[src/rtl/plc_pkg.sv]
// Constants shared by the synthesizer control ends and their link.
package plc_pkg;

    // ****************************************************************
    // Timing
    // ****************************************************************
    localparam int CLK_PERIOD_NS = 50;
    localparam int LOCK_CONSEC_CYCLES = 5;
    localparam int MAIN_ACQ_NS = 10;
    localparam int MAIN_REL_NS = 20;
    localparam int AUX_ACQ_NS = 15;
    localparam int AUX_REL_NS = 30;
    localparam int ERR_W = 8;
    localparam int LD_PRESCALE_DIV = 4;

    // ****************************************************************
    // APB register map of the host controller
    // ****************************************************************
    localparam logic [7:0] REG_CTRL = 8'h00;
    localparam logic [7:0] REG_DIVIDER = 8'h04;
    localparam logic [7:0] REG_TIMEOUT = 8'h08;
    localparam logic [7:0] REG_STATUS = 8'h0C;

    // Control field positions
    localparam int CTRL_MAIN_PD = 0;
    localparam int CTRL_AUX_PD = 1;
    localparam int CTRL_AUTO_PU = 2;
    localparam int CTRL_PRESCALE = 3;
    localparam int CTRL_SLIP_EN = 4;
    localparam int CTRL_BOOST_EN = 5;
    localparam int CTRL_SLIP_SEL = 6;
    localparam int CTRL_TSEL = 8;
    localparam logic [31:0] CTRL_RESET = 32'h0000_0003;
    localparam logic [15:0] TIMEOUT_RESET = 16'h0010;

    // Slip factor codes
    localparam logic [1:0] SLIP_DIV2 = 2'h0;
    localparam logic [1:0] SLIP_LOCK_DETECT_PRESCALE = 2'h1;
    localparam logic [1:0] SLIP_DIV16 = 2'h2;

    // Test output selections
    localparam logic [3:0] TSEL_LOW = 4'h0;
    localparam logic [3:0] TSEL_MAIN_LOCK = 4'h1;
    localparam logic [3:0] TSEL_AUX_LOCK = 4'h2;
    localparam logic [3:0] TSEL_BOTH_LOCK = 4'h3;

    // Lock detector states
    typedef enum logic [1:0] {
        PLC_LD_IDLE = 2'b00,
        PLC_LD_QUAL = 2'b01,
        PLC_LD_LOCKED = 2'b10
    } plc_ld_state_type;

endpackage : plc_pkg

[src/rtl/plc_link_if.sv]
// Link between the host controller and the synthesizer control logic.
`timescale 1ns/100ps
interface plc_link_if;
    logic chip_enable;
    logic main_loop_power_down;
    logic aux_loop_power_down;
    logic auto_power_up;
    logic lock_detect_prescale;
    logic slip_enable;
    logic boost_enable;
    logic [1:0] slip_reduction;
    logic [3:0] test_output_select;
    logic [15:0] timeout_count;
    logic [23:0] main_divider_word;
    logic divider_write;
    logic multipurpose_test_output;

    modport device (
        input chip_enable, main_loop_power_down, aux_loop_power_down, auto_power_up,
        input lock_detect_prescale, slip_enable, boost_enable, slip_reduction,
        input test_output_select, timeout_count, main_divider_word, divider_write,
        output multipurpose_test_output
    );
    modport host (
        output chip_enable, main_loop_power_down, aux_loop_power_down, auto_power_up,
        output lock_detect_prescale, slip_enable, boost_enable, slip_reduction,
        output test_output_select, timeout_count, main_divider_word, divider_write,
        input multipurpose_test_output
    );
endinterface : plc_link_if

[src/rtl/plc_device.sv]
// Synthesizer control end: power states, lock detect, slip and boost timing.
//
// The APB slave port and the register addresses were decided locally.
`timescale 1ns/100ps
module plc_device (
    plc_link_if.device link,
    input wire logic mclk,
    input wire logic rst_b,
    input wire logic comp_tick,
    input wire logic [plc_pkg::ERR_W-1:0] main_phase_err_ns,
    input wire logic [plc_pkg::ERR_W-1:0] aux_phase_err_ns,
    output logic main_powered,
    output logic aux_powered,
    output logic pump_boost,
    output logic boost_shunt_resistor,
    output logic [4:0] comp_divide
);
    // ****************************************************************
    // Pin synchronisers
    // ****************************************************************
    logic ce_meta, ce_sync;
    logic dw_meta, dw_sync, dw_last;
    logic [1:0] tick_meta;
    logic tick_sync, tick_last;
    logic divider_event;
    logic ce_now;

    // Two stages on the chip enable and divider write pins from the host
    always_ff @(posedge mclk or negedge rst_b) begin
        if (!rst_b) begin
            ce_meta <= 1'b0;
            ce_sync <= 1'b0;
            dw_meta <= 1'b0;
            dw_sync <= 1'b0;
            dw_last <= 1'b0;
            tick_meta <= 2'b00;
            tick_sync <= 1'b0;
            tick_last <= 1'b0;
        end else begin
            ce_meta <= link.chip_enable;
            ce_sync <= ce_meta;
            dw_meta <= link.divider_write;
            dw_sync <= dw_meta;
            dw_last <= dw_sync;
            tick_meta <= {tick_meta[0], comp_tick};
            tick_sync <= tick_meta[1];
            tick_last <= tick_sync;
        end
    end
    // Either direction of the toggle marks one divider write
    assign divider_event = dw_sync != dw_last;
    // Raw pin only gates outputs off; no power-up decided from it
    assign ce_now = link.chip_enable && ce_sync;

    // ****************************************************************
    // Power state
    // ****************************************************************
    logic auto_up;

    // Auto power-up latched on divider write, cleared by chip enable low
    always_ff @(posedge mclk or negedge rst_b) begin
        if (!rst_b) begin
            auto_up <= 1'b0;
        end else if (!ce_sync) begin
            auto_up <= 1'b0;
        end else if (divider_event && link.auto_power_up) begin
            auto_up <= 1'b1;
        end else if (!link.main_loop_power_down) begin
            auto_up <= 1'b0;
        end
    end

    logic main_on_reg, aux_on_reg;
    always_ff @(posedge mclk or negedge rst_b) begin
        if (!rst_b) begin
            main_on_reg <= 1'b0;
            aux_on_reg <= 1'b0;
        end else begin
            main_on_reg <= ce_sync && (!link.main_loop_power_down || auto_up);
            aux_on_reg <= ce_sync && !link.aux_loop_power_down;
        end
    end
    // Power-down gated combinationally so it never waits on a clock edge
    assign main_powered = main_on_reg && ce_now && (!link.main_loop_power_down || auto_up);
    assign aux_powered = aux_on_reg && ce_now && !link.aux_loop_power_down;

    // ****************************************************************
    // Lock detect with optional divide-by-4
    // ****************************************************************
    logic [1:0] pre_count;
    logic comp_edge, ld_tick;
    assign comp_edge = tick_sync && !tick_last;

    // Prescale of comparison ticks seen by the detector
    always_ff @(posedge mclk or negedge rst_b) begin
        if (!rst_b) begin
            pre_count <= 2'h0;
        end else if (divider_event) begin
            pre_count <= 2'h0;
        end else if (comp_edge) begin
            pre_count <= pre_count + 2'h1;
        end
    end
    assign ld_tick = comp_edge && (!link.lock_detect_prescale || pre_count == 2'(plc_pkg::LD_PRESCALE_DIV - 1));

    logic main_locked, aux_locked;
    plc_lock_det #(.ACQ_NS(plc_pkg::MAIN_ACQ_NS), .REL_NS(plc_pkg::MAIN_REL_NS)) u_main_ld (
        .mclk(mclk),
        .rst_b(rst_b),
        .restart(divider_event || !main_on_reg),
        .ref_tick(ld_tick),
        .phase_err_ns(main_phase_err_ns),
        .locked(main_locked)
    );
    plc_lock_det #(.ACQ_NS(plc_pkg::AUX_ACQ_NS), .REL_NS(plc_pkg::AUX_REL_NS)) u_aux_ld (
        .mclk(mclk),
        .rst_b(rst_b),
        .restart(divider_event || !aux_on_reg),
        .ref_tick(ld_tick),
        .phase_err_ns(aux_phase_err_ns),
        .locked(aux_locked)
    );

    // Test output: powered-down loop shows unlocked
    always_ff @(posedge mclk or negedge rst_b) begin
        if (!rst_b) begin
            link.multipurpose_test_output <= 1'b0;
        end else begin
            case (link.test_output_select)
                plc_pkg::TSEL_MAIN_LOCK: link.multipurpose_test_output <= main_locked && main_on_reg;
                plc_pkg::TSEL_AUX_LOCK: link.multipurpose_test_output <= aux_locked && aux_on_reg;
                plc_pkg::TSEL_BOTH_LOCK: begin
                    link.multipurpose_test_output <= main_locked && aux_locked && main_on_reg && aux_on_reg;
                end
                default: link.multipurpose_test_output <= 1'b0;
            endcase
        end
    end

    // ****************************************************************
    // Slip reduction and acquisition boost timeout
    // ****************************************************************
    logic [15:0] timeout_left;
    logic assist_active;

    // Started by divider write, counted in comparison ticks
    always_ff @(posedge mclk or negedge rst_b) begin
        if (!rst_b) begin
            timeout_left <= 16'h0000;
            assist_active <= 1'b0;
        end else if (!main_on_reg) begin
            timeout_left <= 16'h0000;
            assist_active <= 1'b0;
        end else if (divider_event) begin
            timeout_left <= link.timeout_count;
            assist_active <= (link.timeout_count != 16'h0000);
        end else if (assist_active && comp_edge) begin
            timeout_left <= timeout_left - 16'h0001;
            if (timeout_left == 16'h0001) begin
                assist_active <= 1'b0;
            end
        end
    end

    // Assist outputs, registered
    always_ff @(posedge mclk or negedge rst_b) begin
        if (!rst_b) begin
            pump_boost <= 1'b0;
            boost_shunt_resistor <= 1'b0;
            comp_divide <= 5'h01;
        end else begin
            pump_boost <= assist_active && link.boost_enable;
            boost_shunt_resistor <= assist_active && link.boost_enable;
            if (assist_active && link.slip_enable) begin
                case (link.slip_reduction)
                    plc_pkg::SLIP_DIV2: comp_divide <= 5'h02;
                    plc_pkg::SLIP_LOCK_DETECT_PRESCALE: comp_divide <= 5'h04;
                    plc_pkg::SLIP_DIV16: comp_divide <= 5'h10;
                    default: comp_divide <= 5'h01;
                endcase
            end else begin
                comp_divide <= 5'h01;
            end
        end
    end
endmodule : plc_device

[src/rtl/plc_lock_det.sv]
// Digital lock detector with acquire and release thresholds.
`timescale 1ns/100ps
module plc_lock_det #(
    parameter int ACQ_NS = 10,
    parameter int REL_NS = 20
) (
    input wire logic mclk,
    input wire logic rst_b,
    input wire logic restart,
    input wire logic ref_tick,
    input wire logic [plc_pkg::ERR_W-1:0] phase_err_ns,
    output logic locked
);
    // Thresholds must be ordered and fit the error width; the qualify count is 3 bits
    if (REL_NS <= ACQ_NS || REL_NS >= (1 << plc_pkg::ERR_W) || plc_pkg::LOCK_CONSEC_CYCLES < 1
        || plc_pkg::LOCK_CONSEC_CYCLES > 8) begin : g_bad_setup
        $error("plc_lock_det: thresholds or cycle count out of range");
    end

    localparam logic [plc_pkg::ERR_W-1:0] ACQ = plc_pkg::ERR_W'(ACQ_NS);
    localparam logic [plc_pkg::ERR_W-1:0] REL = plc_pkg::ERR_W'(REL_NS);

    plc_pkg::plc_ld_state_type state;
    logic [2:0] count;

    // Qualification and hysteresis, evaluated once per reference tick
    always_ff @(posedge mclk or negedge rst_b) begin
        if (!rst_b) begin
            state <= plc_pkg::PLC_LD_IDLE;
            count <= 3'h0;
        end else if (restart) begin
            state <= plc_pkg::PLC_LD_IDLE;
            count <= 3'h0;
        end else if (ref_tick) begin
            case (state)
                plc_pkg::PLC_LD_IDLE, plc_pkg::PLC_LD_QUAL: begin
                    if (phase_err_ns >= ACQ) begin
                        state <= plc_pkg::PLC_LD_IDLE;
                        count <= 3'h0;
                    end else if (count == 3'(plc_pkg::LOCK_CONSEC_CYCLES - 1)) begin
                        state <= plc_pkg::PLC_LD_LOCKED;
                        count <= 3'h0;
                    end else begin
                        state <= plc_pkg::PLC_LD_QUAL;
                        count <= count + 3'h1;
                    end
                end
                plc_pkg::PLC_LD_LOCKED: begin
                    if (phase_err_ns > REL) begin
                        state <= plc_pkg::PLC_LD_IDLE;
                    end
                end
                default: state <= plc_pkg::PLC_LD_IDLE;
            endcase
        end
    end

    assign locked = (state == plc_pkg::PLC_LD_LOCKED);
endmodule : plc_lock_det

[src/flat_wrapper.sv]
// flat-port wrapper written by rule: the top's interface ports become plain ports
module plc_device_flat 
  (mclk, rst_b, comp_tick, main_phase_err_ns, aux_phase_err_ns, main_powered, aux_powered, pump_boost, boost_shunt_resistor, comp_divide, link_chip_enable, link_main_loop_power_down, link_aux_loop_power_down, link_auto_power_up, link_lock_detect_prescale, link_slip_enable, link_boost_enable, link_slip_reduction, link_test_output_select, link_timeout_count, link_main_divider_word, link_divider_write, link_multipurpose_test_output);
  plc_link_if link_i ();
  input wire logic mclk;
  input wire logic rst_b;
  input wire logic comp_tick;
  input wire logic [plc_pkg::ERR_W-1:0] main_phase_err_ns;
  input wire logic [plc_pkg::ERR_W-1:0] aux_phase_err_ns;
  output logic main_powered;
  output logic aux_powered;
  output logic pump_boost;
  output logic boost_shunt_resistor;
  output logic [4:0] comp_divide;
  input wire logic [$bits(link_i.chip_enable)-1:0] link_chip_enable;
  input wire logic [$bits(link_i.main_loop_power_down)-1:0] link_main_loop_power_down;
  input wire logic [$bits(link_i.aux_loop_power_down)-1:0] link_aux_loop_power_down;
  input wire logic [$bits(link_i.auto_power_up)-1:0] link_auto_power_up;
  input wire logic [$bits(link_i.lock_detect_prescale)-1:0] link_lock_detect_prescale;
  input wire logic [$bits(link_i.slip_enable)-1:0] link_slip_enable;
  input wire logic [$bits(link_i.boost_enable)-1:0] link_boost_enable;
  input wire logic [$bits(link_i.slip_reduction)-1:0] link_slip_reduction;
  input wire logic [$bits(link_i.test_output_select)-1:0] link_test_output_select;
  input wire logic [$bits(link_i.timeout_count)-1:0] link_timeout_count;
  input wire logic [$bits(link_i.main_divider_word)-1:0] link_main_divider_word;
  input wire logic [$bits(link_i.divider_write)-1:0] link_divider_write;
  output wire logic [$bits(link_i.multipurpose_test_output)-1:0] link_multipurpose_test_output;
  assign link_i.chip_enable = link_chip_enable;
  assign link_i.main_loop_power_down = link_main_loop_power_down;
  assign link_i.aux_loop_power_down = link_aux_loop_power_down;
  assign link_i.auto_power_up = link_auto_power_up;
  assign link_i.lock_detect_prescale = link_lock_detect_prescale;
  assign link_i.slip_enable = link_slip_enable;
  assign link_i.boost_enable = link_boost_enable;
  assign link_i.slip_reduction = link_slip_reduction;
  assign link_i.test_output_select = link_test_output_select;
  assign link_i.timeout_count = link_timeout_count;
  assign link_i.main_divider_word = link_main_divider_word;
  assign link_i.divider_write = link_divider_write;
  assign link_multipurpose_test_output = link_i.multipurpose_test_output;
  plc_device u_core (.link(link_i), .mclk(mclk), .rst_b(rst_b), .comp_tick(comp_tick), .main_phase_err_ns(main_phase_err_ns), .aux_phase_err_ns(aux_phase_err_ns), .main_powered(main_powered), .aux_powered(aux_powered), .pump_boost(pump_boost), .boost_shunt_resistor(boost_shunt_resistor), .comp_divide(comp_divide));
endmodule
[config.mk]
export PLATFORM = sky130hd
export DESIGN_NAME = plc_device_flat
export DESIGN_NICKNAME = d
export VERILOG_FILES = /design/src/rtl/plc_pkg.sv /design/src/rtl/plc_link_if.sv /design/src/rtl/plc_device.sv /design/src/rtl/plc_lock_det.sv /design/src/flat_wrapper.sv
export SDC_FILE = /design/constraint.sdc
export NUM_CORES = 1
export LEC_CHECK = 0
export ABC_AREA = 1
export BUFFER_PORTS_ARGS = -buffer_cell sky130_fd_sc_hd__buf_4
export CAP_MARGIN = 20
export CORE_AREA = 2 2 82 84
export CTS_BUF_LIST = sky130_fd_sc_hd__clkbuf_2 sky130_fd_sc_hd__clkbuf_4 sky130_fd_sc_hd__clkbuf_8
export DETAILED_ROUTE_END_ITERATION = 8
export DIE_AREA = 0 0 84 86
export GPL_ROUTABILITY_DRIVEN = 0
export PLACE_DENSITY = 0.74
export SYNTH_ARGS = -nofsm -noshare
export SYNTH_HDL_FRONTEND = slang
export SYNTH_HIERARCHICAL = 1
export SYNTH_SLANG_ARGS = --single-unit
[constraint.sdc]
create_clock -name mclk -period 1.6 [get_ports mclk]
set_input_delay 0.08 -clock mclk [delete_from_list [all_inputs] [get_ports mclk]]
set_output_delay 0.08 -clock mclk [all_outputs]
set_load 0.05 [all_outputs]
==> summary.txt <==
Place
  • DP Area: 0.00333 mm²
  • Port Buffers: 57
  • Dpl hpwl: 4.79 mm
  • Setup WS pre-CTS: 123 ps

Logic synthesis
  • Main combinational cell family by area after synthesis: simple AND/OR/NAND/NOR gates
  • Simple-Gate Fraction of Synth Area: 39.3%
  • Number of synthesized flops with an enable pin: 0
  • #FFs+latches synth: 47
  • Syn Inst Count: 408
  • Post-Synth Adder-Cell Area: 3.12%
  • Yosys warning total: 6
  • Register area share after synthesis: 41.9%
  • Synth Area in XOR/XNOR: 0.936%
  • Count leader, synth: nand2_1
  • Top FF cell, synth: dfrtp_1
  • Async set or reset register ratio after synthesis: 100%
  • Syn Std Cell Area: 0.00281 mm²
  • Count of cell types in the netlist: 31
  • Synth area leaders: dfrtp_1 (41%), nand2_1 (17%), nor2_1 (8.7%), nand3_1 (7.0%), inv_1 (6.7%)
  • Yosys top cell area share: 41.0%
  • Synth Area per Inst: 6.88 µm²
  • Synth top cells by count: nand2_1 (127), nor2_1 (65), inv_1 (50), dfrtp_1 (46), nand3_1 (39)
  • Mux cell area share after synthesis: 0%
  • Cell accounting for the most synthesized area: dfrtp_1
  • Mapped Nets: 488
  • Post-synthesis compound-gate area fraction: 5.61%

Critical path
  • Worst Setup Start Kind: register
  • CP Capture Type: register
  • CP max stage delay: 410 ps
  • Delay-heaviest family, CP: simple AND/OR/NAND/NOR gates
  • CP bufs+invs: 3
  • Worst path arrival time: 1670 ps
  • Critical setup path kind: reg -> reg
  • Crit path top cell by count: nand2_4
  • Largest fanout on the critical path: 11
  • Data required, critical path: 1790 ps
  • CP Cell Sequence: inv_1, nand2_2, nand2_4, nand2_4, inv_2, nand2_2, nand2_4, inv_4, nand2_1, o21ai_0
  • Slowest CP cell: dfrtp_1

Global routing
  • Largest net degree at the start of global routing: 48
  • Vias in the first global route: 2616
  • Initial antenna violation count: 0
  • Congestion Overflow GR: 0
  • Global-route wire length before repair: 11.2 mm
  • Total track usage: 18.8%

STA
  • Actual slew at the worst max-slew pin: 600 ps
  • Slew Limit Fails: 0
  • Crit share post-route: 92.6%
  • Worst Skew: 5.47 ps
  • Hold Slack: 16.6 ps
  • Relative max-transition margin: 60.0%
  • Fin crit period: 1480 ps
  • Final setup viols: 0
  • RSZ-0062 raised after global routing: true
  • Setup ws final: 118 ps
  • Max Clk Rate: 675 MHz
  • Final Hold Vio Count: 0

Floorplan
  • Starting Density: 44.7%
  • Site Rows: 29
  • Die Y: 86 µm
  • Die area: 0.00722 mm²
  • Die X-Extent: 84 µm
  • Core ar.: 0.00628 mm²
  • Ports: 83

Cells and area
  • Regs by FF count: u_core/timeout_left x16, u_core/comp_divide x4
  • Fill count: 586
  • Syn-to-layout area delta: 28.0%
  • Design area: 0.00359 mm²
  • Fraction of layout cells with a size suffix above 1: 21.4%
  • Finished Core Util: 57.2%
  • # nets final: 564
  • Reg with most FFs: u_core/timeout_left
  • Max reg flops: 16
  • Antenna diodes: 0

Power
  • Combinational Power Share: 23.8%
  • VDD IR-drop max: 0.588 mV
  • Leak: 1.94 nW
  • Power per Cell Area: 810 mW/mm²
  • Clk pwr share: 31.2%
  • Pwr Total: 2.91 mW
  • Sequential cell fraction of total power: 45.0%
  • Internal Pwr Total: 2.00 mW
  • Sw Share: 31.5%
  • Psw: 0.916 mW

Outcome
  • Status: finished clean

Route
  • Via/cell ratio: 4.84
  • Final wirelength: 6.59 mm
  • DR pass1 iterations: 5
  • Iter 0 DRT Violations: 152
  • # DRC: 0
  • Routed WL per cell: 11.7 µm
  • Routed via count: 2721
  • DRT antenna net count: 0

Min path
  • Min-delay worst type: in -> reg

Clock network
  • CTS H-Tree Depth: 2
  • Root Buffer: clkbuf_8
  • Reg clk slew, reported paths: 90 ps
  • CTS Buffer Depth: 2
  • Worst-Skew Late Latency: 310 ps
  • Inserted Clock Buffers: 5
  • CTS Sinks: 47
  • CTS tree: done

Run
  • Max-Cap Viols: 0
[worst paths after layout]
check,start,end,slack [ps],depth (start not counted)
max,u_core/dw_sync,u_core/timeout_left[1],120,10
min,link_auto_power_up,u_core/auto_up,20,3
max reg2reg,u_core/dw_sync,u_core/timeout_left[1],120,10
min reg2reg,u_core/tick_meta[1],u_core/tick_sync,360,0
max in group asynchronous,rst_b,u_core/pre_count[1],880,2
min in group asynchronous,rst_b,u_core/timeout_left[6],310,2
[cells in the final DEF, fill, tap and decap left out, types with 4 or more instances in the layout]
| cell | n |
|---|---|
| nand2_1 | 126 |
| buf_4 | 63 |
| nor2_1 | 62 |
| inv_1 | 50 |
| dfrtp_1 | 46 |
| nand3_1 | 39 |
| o21ai_0 | 16 |
| dlygate4sd3_1 | 11 |
| nand2_2 | 9 |
| nor2_2 | 9 |
| ha_1 | 7 |
| inv_2 | 6 |
| clkbuf_8 | 5 |
| a21oi_1 | 4 |
| nand4_1 | 4 |
[through the flow]
step	TNS [ps]	std cells
final	0	562
after global routing	-4.34	562
after CTS	0	560
after detailed placement	0	541
after global placement	0	541
after floorplan	0	408
[worst min-delay path, cell delays in order]
cell     delay [ps]
buf_4           100
nand2_1          50
a21oi_1          50
[power groups by stage]
stage	sequential [mW]	combinational, mW	clock, mW
floorplan	1.33	0.416	0
global placement	1.33	0.640	0
detailed placement	1.33	0.651	0
CTS	1.31	0.673	0.935
global route	1.32	0.791	0.987
finish	1.31	0.694	0.909
[layer usage]
| metal | vias up | share of wire, % | global-route usage, % |
|---|---|---|---|
| li1 | 1411 | - | - |
| met2 | 83 | 49 | 33.5 |
| met3 | 6 | 5.1 | 3.08 |
| met5 | - | 0 | 0 |
| met4 | 0 | 0.86 | 5.57 |
| met1 | 1221 | 45 | 23.6 |
[layout make-up]
class,instances,area (µm²),share of cell area [%]
multi-input combinational,299,1400,39.1
sequential,47,1180,32.8
timing repair buffer,74,583,16.2
inverter,57,216,6.02
tap,77,96.3,2.68
clock buffer,5,68.8,1.92
clock inverter,3,47.5,1.32
[cells by family (layout without fill, tap and decap cells)]
group / Yosys count / in the layout
AND/OR/NAND/NOR: 259 / 260
adder cells (fa/ha/maj): 7 / 7
AO/OA/AOI/OAI: 28 / 28
other: 1 / 1
buffers and inverters: 63 / 139
flip-flops: 47 / 47
XOR/XNOR: 3 / 3
[what timing repair did]
| action | 4_1_cts | 5_1_grt |
|---|---|---|
| endpoints found under the hold margin | 55 | 1 |
| endpoints found under the setup margin | 0 | 13 |
| resized for setup | 0 | 6 |
| hold buffers | 11 | 1 |
| buffers inserted | 0 | 1 |
Power figures use the tool's default switching activity.
